<file path="config.mk">
export PLATFORM = sky130hd
export DESIGN_NAME = interrupt_mask_status_unit
export DESIGN_NICKNAME = d
export VERILOG_FILES = /design/src/verilog/irq_mask_pkg.sv /design/src/verilog/irq_input_sync.sv /design/src/verilog/interrupt_mask_status_unit.sv
export SDC_FILE = /design/constraint.sdc
export NUM_CORES = 1
export LEC_CHECK = 0
export ABC_AREA = 1
export BUFFER_PORTS_ARGS = -buffer_cell sky130_fd_sc_hd__buf_2
export CAP_MARGIN = 20
export CORE_UTILIZATION = 41
export CTS_CLUSTER_SIZE = 40
export DETAILED_ROUTE_END_ITERATION = 8
export GPL_TIMING_DRIVEN = 1
export PLACE_DENSITY = 0.7
export SYNTH_ARGS = -nofsm -noshare
export SYNTH_HDL_FRONTEND = slang
export SYNTH_SLANG_ARGS = --single-unit
export TNS_END_PERCENT = 50
</file>
<file path="constraint.sdc">
create_clock -name sys_clk -period 0.8 [get_ports sys_clk]
set_clock_uncertainty 0.2 [all_clocks]
set_input_delay 0.16 -clock sys_clk [delete_from_list [all_inputs] [get_ports sys_clk]]
set_output_delay 0.16 -clock sys_clk [all_outputs]
set_load 0.01 [all_outputs]
</file>
<file path="src/verilog/irq_mask_pkg.sv">
// Constants for the interrupt mask and status unit
package irq_mask_pkg;
    // ****************************************************
    // Write value field positions
    // ****************************************************
    localparam int WR_LOW_MASK_BIT  = 0;
    localparam int WR_MID_MASK_BIT  = 1;
    localparam int WR_TOP_MASK_BIT  = 2;
    localparam int WR_QUALIFIER_BIT = 3;
    localparam int WR_CLR_TOP_BIT   = 4;
    // ****************************************************
    // Read value field positions
    // ****************************************************
    localparam int RD_MASK_LSB      = 0;
    localparam int RD_IE_BIT        = 3;
    localparam int RD_PEND_LSB      = 4;
    localparam int RD_SPARE_BIT     = 7;
    // ****************************************************
    // Widths and reset values
    // ****************************************************
    localparam int        DATA_W     = 8;
    localparam int        NUM_IRQ    = 3;
    localparam logic [2:0] MASK_RST  = 3'h7;
    localparam logic [7:0] READ_RST  = 8'h07;
endpackage

</file>
<file path="src/verilog/irq_input_sync.sv">
// Two-stage synchroniser for the restart request inputs and edge latch for the top input
module irq_input_sync (
    // Clock and reset
    input  wire logic       sys_clk,
    input  wire logic       srst,
    // Raw request pins: top, mid, low
    input  wire logic [2:0] irq_pin,
    // Edge latch clear for the top input
    input  wire logic       clear_top_edge_latch,
    // Synchronised levels and latched top edge
    output logic      [2:0] irq_level,
    output logic            top_edge_latched
);
    logic [2:0] meta_r;
    logic [2:0] sync_r;
    logic       top_prev_r;
    logic       top_edge_r;

    always_ff @(posedge sys_clk) begin
        if (srst) begin
            meta_r <= 3'h0;
            sync_r <= 3'h0;
        end else begin
            meta_r <= irq_pin;
            sync_r <= meta_r;
        end
    end

    always_ff @(posedge sys_clk) begin
        if (srst) begin
            top_prev_r <= 1'h0;
            top_edge_r <= 1'h0;
        end else begin
            top_prev_r <= sync_r[2];
            // New rising edge beats a clear in the same cycle
            if (sync_r[2] && !top_prev_r)
                top_edge_r <= 1'h1;
            else if (clear_top_edge_latch)
                top_edge_r <= 1'h0;
        end
    end

    assign irq_level        = sync_r;
    assign top_edge_latched = top_edge_r;
endmodule

</file>
<file path="src/verilog/interrupt_mask_status_unit.sv">
// Interrupt mask write and status read logic of the processor
// Notes on behaviour
// - Mask-write instruction takes the accumulator value as its source.
// - Written bit 4 set clears the top restart input edge latch.
// - Mask bits load only when written bit 3 is one.
// - Qualified write sets top mask from bit 2; one masks.
// - Qualified write sets middle mask from bit 1; one masks.
// - Qualified write sets low mask from bit 0; one masks.
// - Status read returns pending top, mid, low in bits 6, 5, 4.
// - Status read bit 3 shows the global interrupt enable flag.
// - Status read bits 2 to 0 return top, mid, low masks.
module interrupt_mask_status_unit #(
    parameter int DATA_W  = irq_mask_pkg::DATA_W,
    parameter int NUM_IRQ = irq_mask_pkg::NUM_IRQ
) (
    // Clock and reset
    input  wire logic       sys_clk,
    input  wire logic       srst,
    // Instruction strobes from the core
    input  wire logic       mask_write_instr,
    input  wire logic       status_read_instr,
    input  wire logic [7:0] accumulator,
    input  wire logic       global_irq_enable_flag,
    // Restart request pins
    input  wire logic       top_restart_irq,
    input  wire logic       mid_restart_irq,
    input  wire logic       low_restart_irq,
    // Results
    output logic      [7:0] status_read_value,
    output logic      [2:0] irq_mask,
    output logic      [2:0] irq_pending
);
    logic [2:0] mask_r;
    logic [2:0] mask_nxt;
    logic [7:0] rd_r;
    logic [7:0] rd_nxt;
    logic [2:0] pend_r;
    logic [2:0] level;
    logic       top_edge;
    logic       clear_top_edge_latch;
    logic       mask_load_qualifier;
    logic       wr_top_mask;
    logic       wr_mid_mask;
    logic       wr_low_mask;
    logic       ie_sync1_r;
    logic       ie_sync2_r;

    // ****************************************************
    // Parameter checks
    // ****************************************************
    // Field positions assume one byte and three request inputs
    if (DATA_W != 8) begin : g_bad_data_w
        $error("interrupt mask unit needs DATA_W of 8");
    end
    if (NUM_IRQ != 3) begin : g_bad_num_irq
        $error("interrupt mask unit needs NUM_IRQ of 3");
    end
    if (irq_mask_pkg::RD_PEND_LSB + NUM_IRQ > DATA_W) begin : g_bad_pend
        $error("pending field does not fit the status byte");
    end
    if (irq_mask_pkg::RD_SPARE_BIT != DATA_W - 1) begin : g_bad_spare
        $error("spare bit must be the top status bit");
    end
    if (irq_mask_pkg::WR_CLR_TOP_BIT >= DATA_W) begin : g_bad_clr
        $error("clear bit lies outside the written byte");
    end
    if (irq_mask_pkg::WR_QUALIFIER_BIT >= DATA_W) begin : g_bad_qual
        $error("qualifier bit lies outside the written byte");
    end

    // ****************************************************
    // Field helpers
    // ****************************************************
    // Bit of the written value at a field position
    function automatic logic wr_bit(
        input logic [7:0] value,
        input int         pos
    );
        return value[pos];
    endfunction

    // New mask: the fields replace it only on a qualified write
    function automatic logic [2:0] mask_merge(
        input logic [2:0] old_mask,
        input logic       load,
        input logic       top,
        input logic       mid,
        input logic       low
    );
        logic [2:0] result;
        result = old_mask;
        if (load) begin
            result[2] = top;
            result[1] = mid;
            result[0] = low;
        end
        return result;
    endfunction

    // Pending word: top from the edge latch, mid and low from levels
    function automatic logic [2:0] pend_word(
        input logic       top_latch,
        input logic [2:0] lvl
    );
        return {top_latch, lvl[1], lvl[0]};
    endfunction

    // Status byte: spare, pending, enable flag, masks
    function automatic logic [7:0] pack_status(
        input logic [2:0] pend,
        input logic       ie,
        input logic [2:0] mask
    );
        logic [7:0] word;
        word = 8'h00;
        word[irq_mask_pkg::RD_SPARE_BIT] = 1'h0;
        word[irq_mask_pkg::RD_PEND_LSB +: 3] = pend;
        word[irq_mask_pkg::RD_IE_BIT] = ie;
        word[irq_mask_pkg::RD_MASK_LSB +: 3] = mask;
        return word;
    endfunction

    // ****************************************************
    // Request inputs
    // ****************************************************
    // Pin to pending: three edges for mid and low, four for top
    // A new top edge in the clear cycle keeps the latch set
    // clear latch request
    assign clear_top_edge_latch = mask_write_instr &&
        wr_bit(accumulator, irq_mask_pkg::WR_CLR_TOP_BIT);

    irq_input_sync u_sync (
        .sys_clk              (sys_clk),
        .srst                 (srst),
        .irq_pin              ({top_restart_irq, mid_restart_irq,
                                low_restart_irq}),
        .clear_top_edge_latch (clear_top_edge_latch),
        .irq_level            (level),
        .top_edge_latched     (top_edge)
    );

    // ****************************************************
    // Enable flag synchroniser
    // ****************************************************
    // Flag treated as asynchronous: two stages
    always_ff @(posedge sys_clk) begin
        if (srst) begin
            ie_sync1_r <= 1'h0;
            ie_sync2_r <= 1'h0;
        end else begin
            ie_sync1_r <= global_irq_enable_flag;
            ie_sync2_r <= ie_sync1_r;
        end
    end

    // ****************************************************
    // Write decode
    // ****************************************************
    // accumulator is the write source
    assign mask_load_qualifier = mask_write_instr &&
        wr_bit(accumulator, irq_mask_pkg::WR_QUALIFIER_BIT);
    assign wr_top_mask = wr_bit(accumulator, irq_mask_pkg::WR_TOP_MASK_BIT);
    assign wr_mid_mask = wr_bit(accumulator, irq_mask_pkg::WR_MID_MASK_BIT);
    assign wr_low_mask = wr_bit(accumulator, irq_mask_pkg::WR_LOW_MASK_BIT);

    // ****************************************************
    // Mask register
    // ****************************************************
    always_comb begin
        mask_nxt = mask_merge(mask_r, mask_load_qualifier, wr_top_mask,
                              wr_mid_mask, wr_low_mask);
    end

    always_ff @(posedge sys_clk) begin
        if (srst)
            mask_r <= irq_mask_pkg::MASK_RST;
        else
            mask_r <= mask_nxt;
    end

    // ****************************************************
    // Pending flags
    // ****************************************************
    always_ff @(posedge sys_clk) begin
        if (srst)
            pend_r <= 3'h0;
        else
            pend_r <= pend_word(top_edge, level);
    end

    // ****************************************************
    // Status read
    // ****************************************************
    // A read just after a clear still shows the old latch
    always_comb begin
        rd_nxt = rd_r;
        if (status_read_instr)
            rd_nxt = pack_status(pend_r, ie_sync2_r, mask_r);
    end

    always_ff @(posedge sys_clk) begin
        if (srst)
            rd_r <= irq_mask_pkg::READ_RST;
        else
            rd_r <= rd_nxt;
    end

    // ****************************************************
    // Outputs
    // ****************************************************
    // Each output is a register
    assign status_read_value = rd_r;
    assign irq_mask          = mask_r;
    assign irq_pending       = pend_r;
endmodule

</file>
==> impl_metrics.csv <==
group,metric,value,unit
cells_and_area,layout.cells.non_filler,152,
sta,timing.final.setup_violations,22,
floorplan,std_cell_rows,15,
worst_setup_path,setup.worst_path.class,"reg -> out",
synthesis,yosys_register_bits,23,
synthesis,post-synth-top-count-cell,"sky130_fd_sc_hd__dfxtp_1",
synthesis,avgSynthCellArea,8.17,sq um
run_status,run_status,"finished with violations",
synthesis,synth.area.top_cells,"sky130_fd_sc_hd__dfxtp_1 58%, sky130_fd_sc_hd__inv_1 8.1%, sky130_fd_sc_hd__nand2_1 8.1%, sky130_fd_sc_hd__nor2_1 7.6%, sky130_fd_sc_hd__nand3_1 5.7%",
worst_setup_path,cp_top_family,"flip-flops",
floorplan,core_area,0.00176,sq mm
clock_tree,cts_buffers,3,
synthesis,synth_cell_types,12,
sta,rsz0062_at_grt,"yes",
routing,dr.first_iter.drc_count,11,
hold_path,hold_class,"in -> reg",
floorplan,initial_utilization,44.9,%
worst_setup_path,rr_startpoint,"irq_mask[2]",
worst_setup_path,critical-path-max-stage-delay,360,ps
worst_setup_path,timing.critical_path.cells,"buf_6",
clock_tree,cts-root-to-sink-buffers,2,
floorplan,pin_count,30,
synthesis,synth_top_cells_by_count,"23 x sky130_fd_sc_hd__dfxtp_1, 17 x sky130_fd_sc_hd__inv_1, 17 x sky130_fd_sc_hd__nand2_1",
cells_and_area,antennaDiodeCount,0,
synthesis,synth.cell_area,792,sq um
global_route,grt_start_max_net_pins,13,
sta,timing_limited_maximum_frequency,0.890,GHz
place,dp_hpwl,808,microns
worst_setup_path,crit_path_dat,760,ps
synthesis,yosys.area_share.simple,28.6,%
worst_setup_path,critical_path_launch_point,"irq_mask[1]",
floorplan,die_width,46.0,microns
synthesis,synth-edff-count,0,
place,instance_area_after_placement,943,sq um
synthesis,synth.yosys.seq_area_share,58.1,%
clock_tree,h-tree-depth,1,
cells_and_area,final-seq-area,478,sq um
pwr,cellLeakagePower,0.543,nW
worst_setup_path,crit_path_max_fanout,2,
synthesis,synth_nets,113,
worst_setup_path,critical_path.n_buffers_inverters,1,
clock_tree,cts.sinks,23,
synthesis,async_reset_ff_share,0,%
sta,postLayoutSetupSlackWorst,-324,ps
synthesis,synth_fa_ha_area_share,0,%
clock_tree,worst_skew_pair.late_latency,290,ps
clock_tree,cts.reportedPaths.clkPinSlew,110,ps
synthesis,compound_cell_area_share_of_the_yosys_netlist,0,%
cells_and_area,multiInputGateArea,250,sq um
clock_tree,root_buffer,"sky130_fd_sc_hd__clkbuf_4",
pwr,finalPower,2.03,mW
floorplan,fp.dieH,46.0,microns
place,place.gp.congestion,0.703,
sta,finalHoldViolCount,11,
synthesis,share_of_the_synthesized_netlist_area_taken_by_xor_and_xnor_gates,0,%
hold_path,min_from,"top_restart_irq",
cells_and_area,syn_to_final_growth,40.1,%
routing,ant_nets,0,
routing,drt_drc_violations_left,0,
global_route,grt_remaining_overflow,0,
sta,period_needed,1120,ps
routing,post_drt_via_cell_ratio,4.08,
synthesis,synth_top_family_by_area,"simple AND/OR/NAND/NOR gates",
place,numPlacedInstances,145,
place,placement.io_buffers,25,
pwr,power.ir.vdd_worst,1.32,mV
routing,wl,1.23,mm
cells_and_area,postLayoutCellArea,0.00111,sq mm
worst_setup_path,crit_path_end_kind,"output port",
floorplan,die_footprint,0.00211,sq mm
routing,vias_after_detailed_routing,620,
cells_and_area,filler_cell_count,173,
global_route,first_global_vias,500,
run_status,violations,"negative hold slack, negative setup slack",
global_route,grtUsageTotal,13.6,%
sta,min_period_over_period,140,%
synthesis,synthFlopType,"sky130_fd_sc_hd__dfxtp_1",
synthesis,synthMuxAreaShare,0,%
sta,finalHoldWorstSlack,-146,ps
synthesis,number_of_standard_cells_after_synthesis,97,
place,preCtsSetupSlack,-120,ps
cells_and_area,final_nets,144,
run,max_cap_viol_count,0,
synthesis,synth_top_area_cell,"sky130_fd_sc_hd__dfxtp_1",
worst_setup_path,required,440,ps
worst_setup_path,worst_path_max_delay_cell,"sky130_fd_sc_hd__dfxtp_2",
pwr,power_per_cell_area,1830,mW/mm^2
global_route,wire_length_of_the_first_global_routing_pass,1.94,mm
routing,routed_len_inst,8.07,microns
global_route,grt_antenna_before_repair,0,
cells_and_area,layout-drive-gt1-share,48.8,%
synthesis,netlist.area_leader.share,58.1,%
routing,first_pass_iters,2,
synthesis,ys.warnings.count,0,
clock_tree,clock_tree_from_tritoncts,"yes",
worst_setup_path,worstSetupStartpointType,"register",
sta,maxSlewViolCount,0,
==> where the power goes <==
group          internal (mW)  total, mW  switching (mW)  leakage [nW]
combinational          0.151      0.284           0.133         0.337
clock                  0.194      0.505           0.311        0.0150
sequential              1.21       1.24          0.0293         0.191
total                   1.56       2.03           0.473         0.543
==> worst register-to-register path, delay by kind of cell (launching register included) <==
| kind | cells | cell delay (ps) |
|---|---|---|
| AND/OR/NAND/NOR | 2 | 130 |
| buffers and inverters | 1 | 130 |
| flip-flops | 1 | 350 |
==> state kept, by name, summed over array words and instances (netlist names), 3 cells and up <==
register and count:
status_read_value 7, u_sync.meta_r 3, irq_mask 3, u_sync.irq_level 3
irq_pending 3
==> layout make-up <==
type / count / area share [%]
clock buffers: 4 / 2.37
inverters: 18 / 6.09
multi-input cells: 52 / 22.5
flip-flops and latches: 23 / 43.1
well taps: 25 / 2.82
repair buffers: 30 / 23.1
==> layout by cell type, fill, tap and decap left out, drive strengths merged <==
cell / netlist / final
buf: 4 / 30
dfxtp: 23 / 23
nand2: 21 / 21
nor2: 20 / 20
inv: 18 / 18
nand3: 9 / 9
clkbuf: 0 / 4
nand3b: 1 / 1
conb: 1 / 1
==> metal layers <==
layer  part of all wire, %  global-route usage [%]  up-vias
li1                      -                       -      340
met1                    46                    15.5      261
met2                    50                    21.1       17
met3                   3.7                    4.76        2
met4                  0.82                    8.82        0
met5                     0                       0        -
==> what timing repair did <==
action	in CTS	in global routing
pin swaps	2	0
setup endpoints to repair	17	24
buffers inserted	3	0
endpoints found under the hold margin	13	11
gates resized for setup	25	7
==> path summary, 6_finish.rpt <==
path                     endpoint  slack, ps  cells past startpoint
max                   irq_mask[1]       -320                      1
min              u_sync.meta_r[2]       -150                      3
max reg2reg  status_read_value[2]       -110                      3
min reg2reg        irq_pending[1]        210                      2
==> per-stage QoR <==
stage	TNS [ps]	hold slack [ps]	util, %
6_report	-4650	-146	62.9
5_1_grt	-5650	-174	62.9
3_5_place_dp	-1370	169	53.5
4_1_cts	-4760	-155	61.7
3_3_place_gp	-1360	158	53.5
2_1_floorplan	-37.3	31.2	-
==> kinds of logic (layout without fill, tap and decap cells) <==
| kind of cell | Yosys count | in the layout |
|---|---|---|
| buffers and inverters | 22 | 52 |
| DFF | 23 | 23 |
| other | 1 | 1 |
| and+or+nand+nor | 51 | 51 |
(Power assumes the default switching activity.)
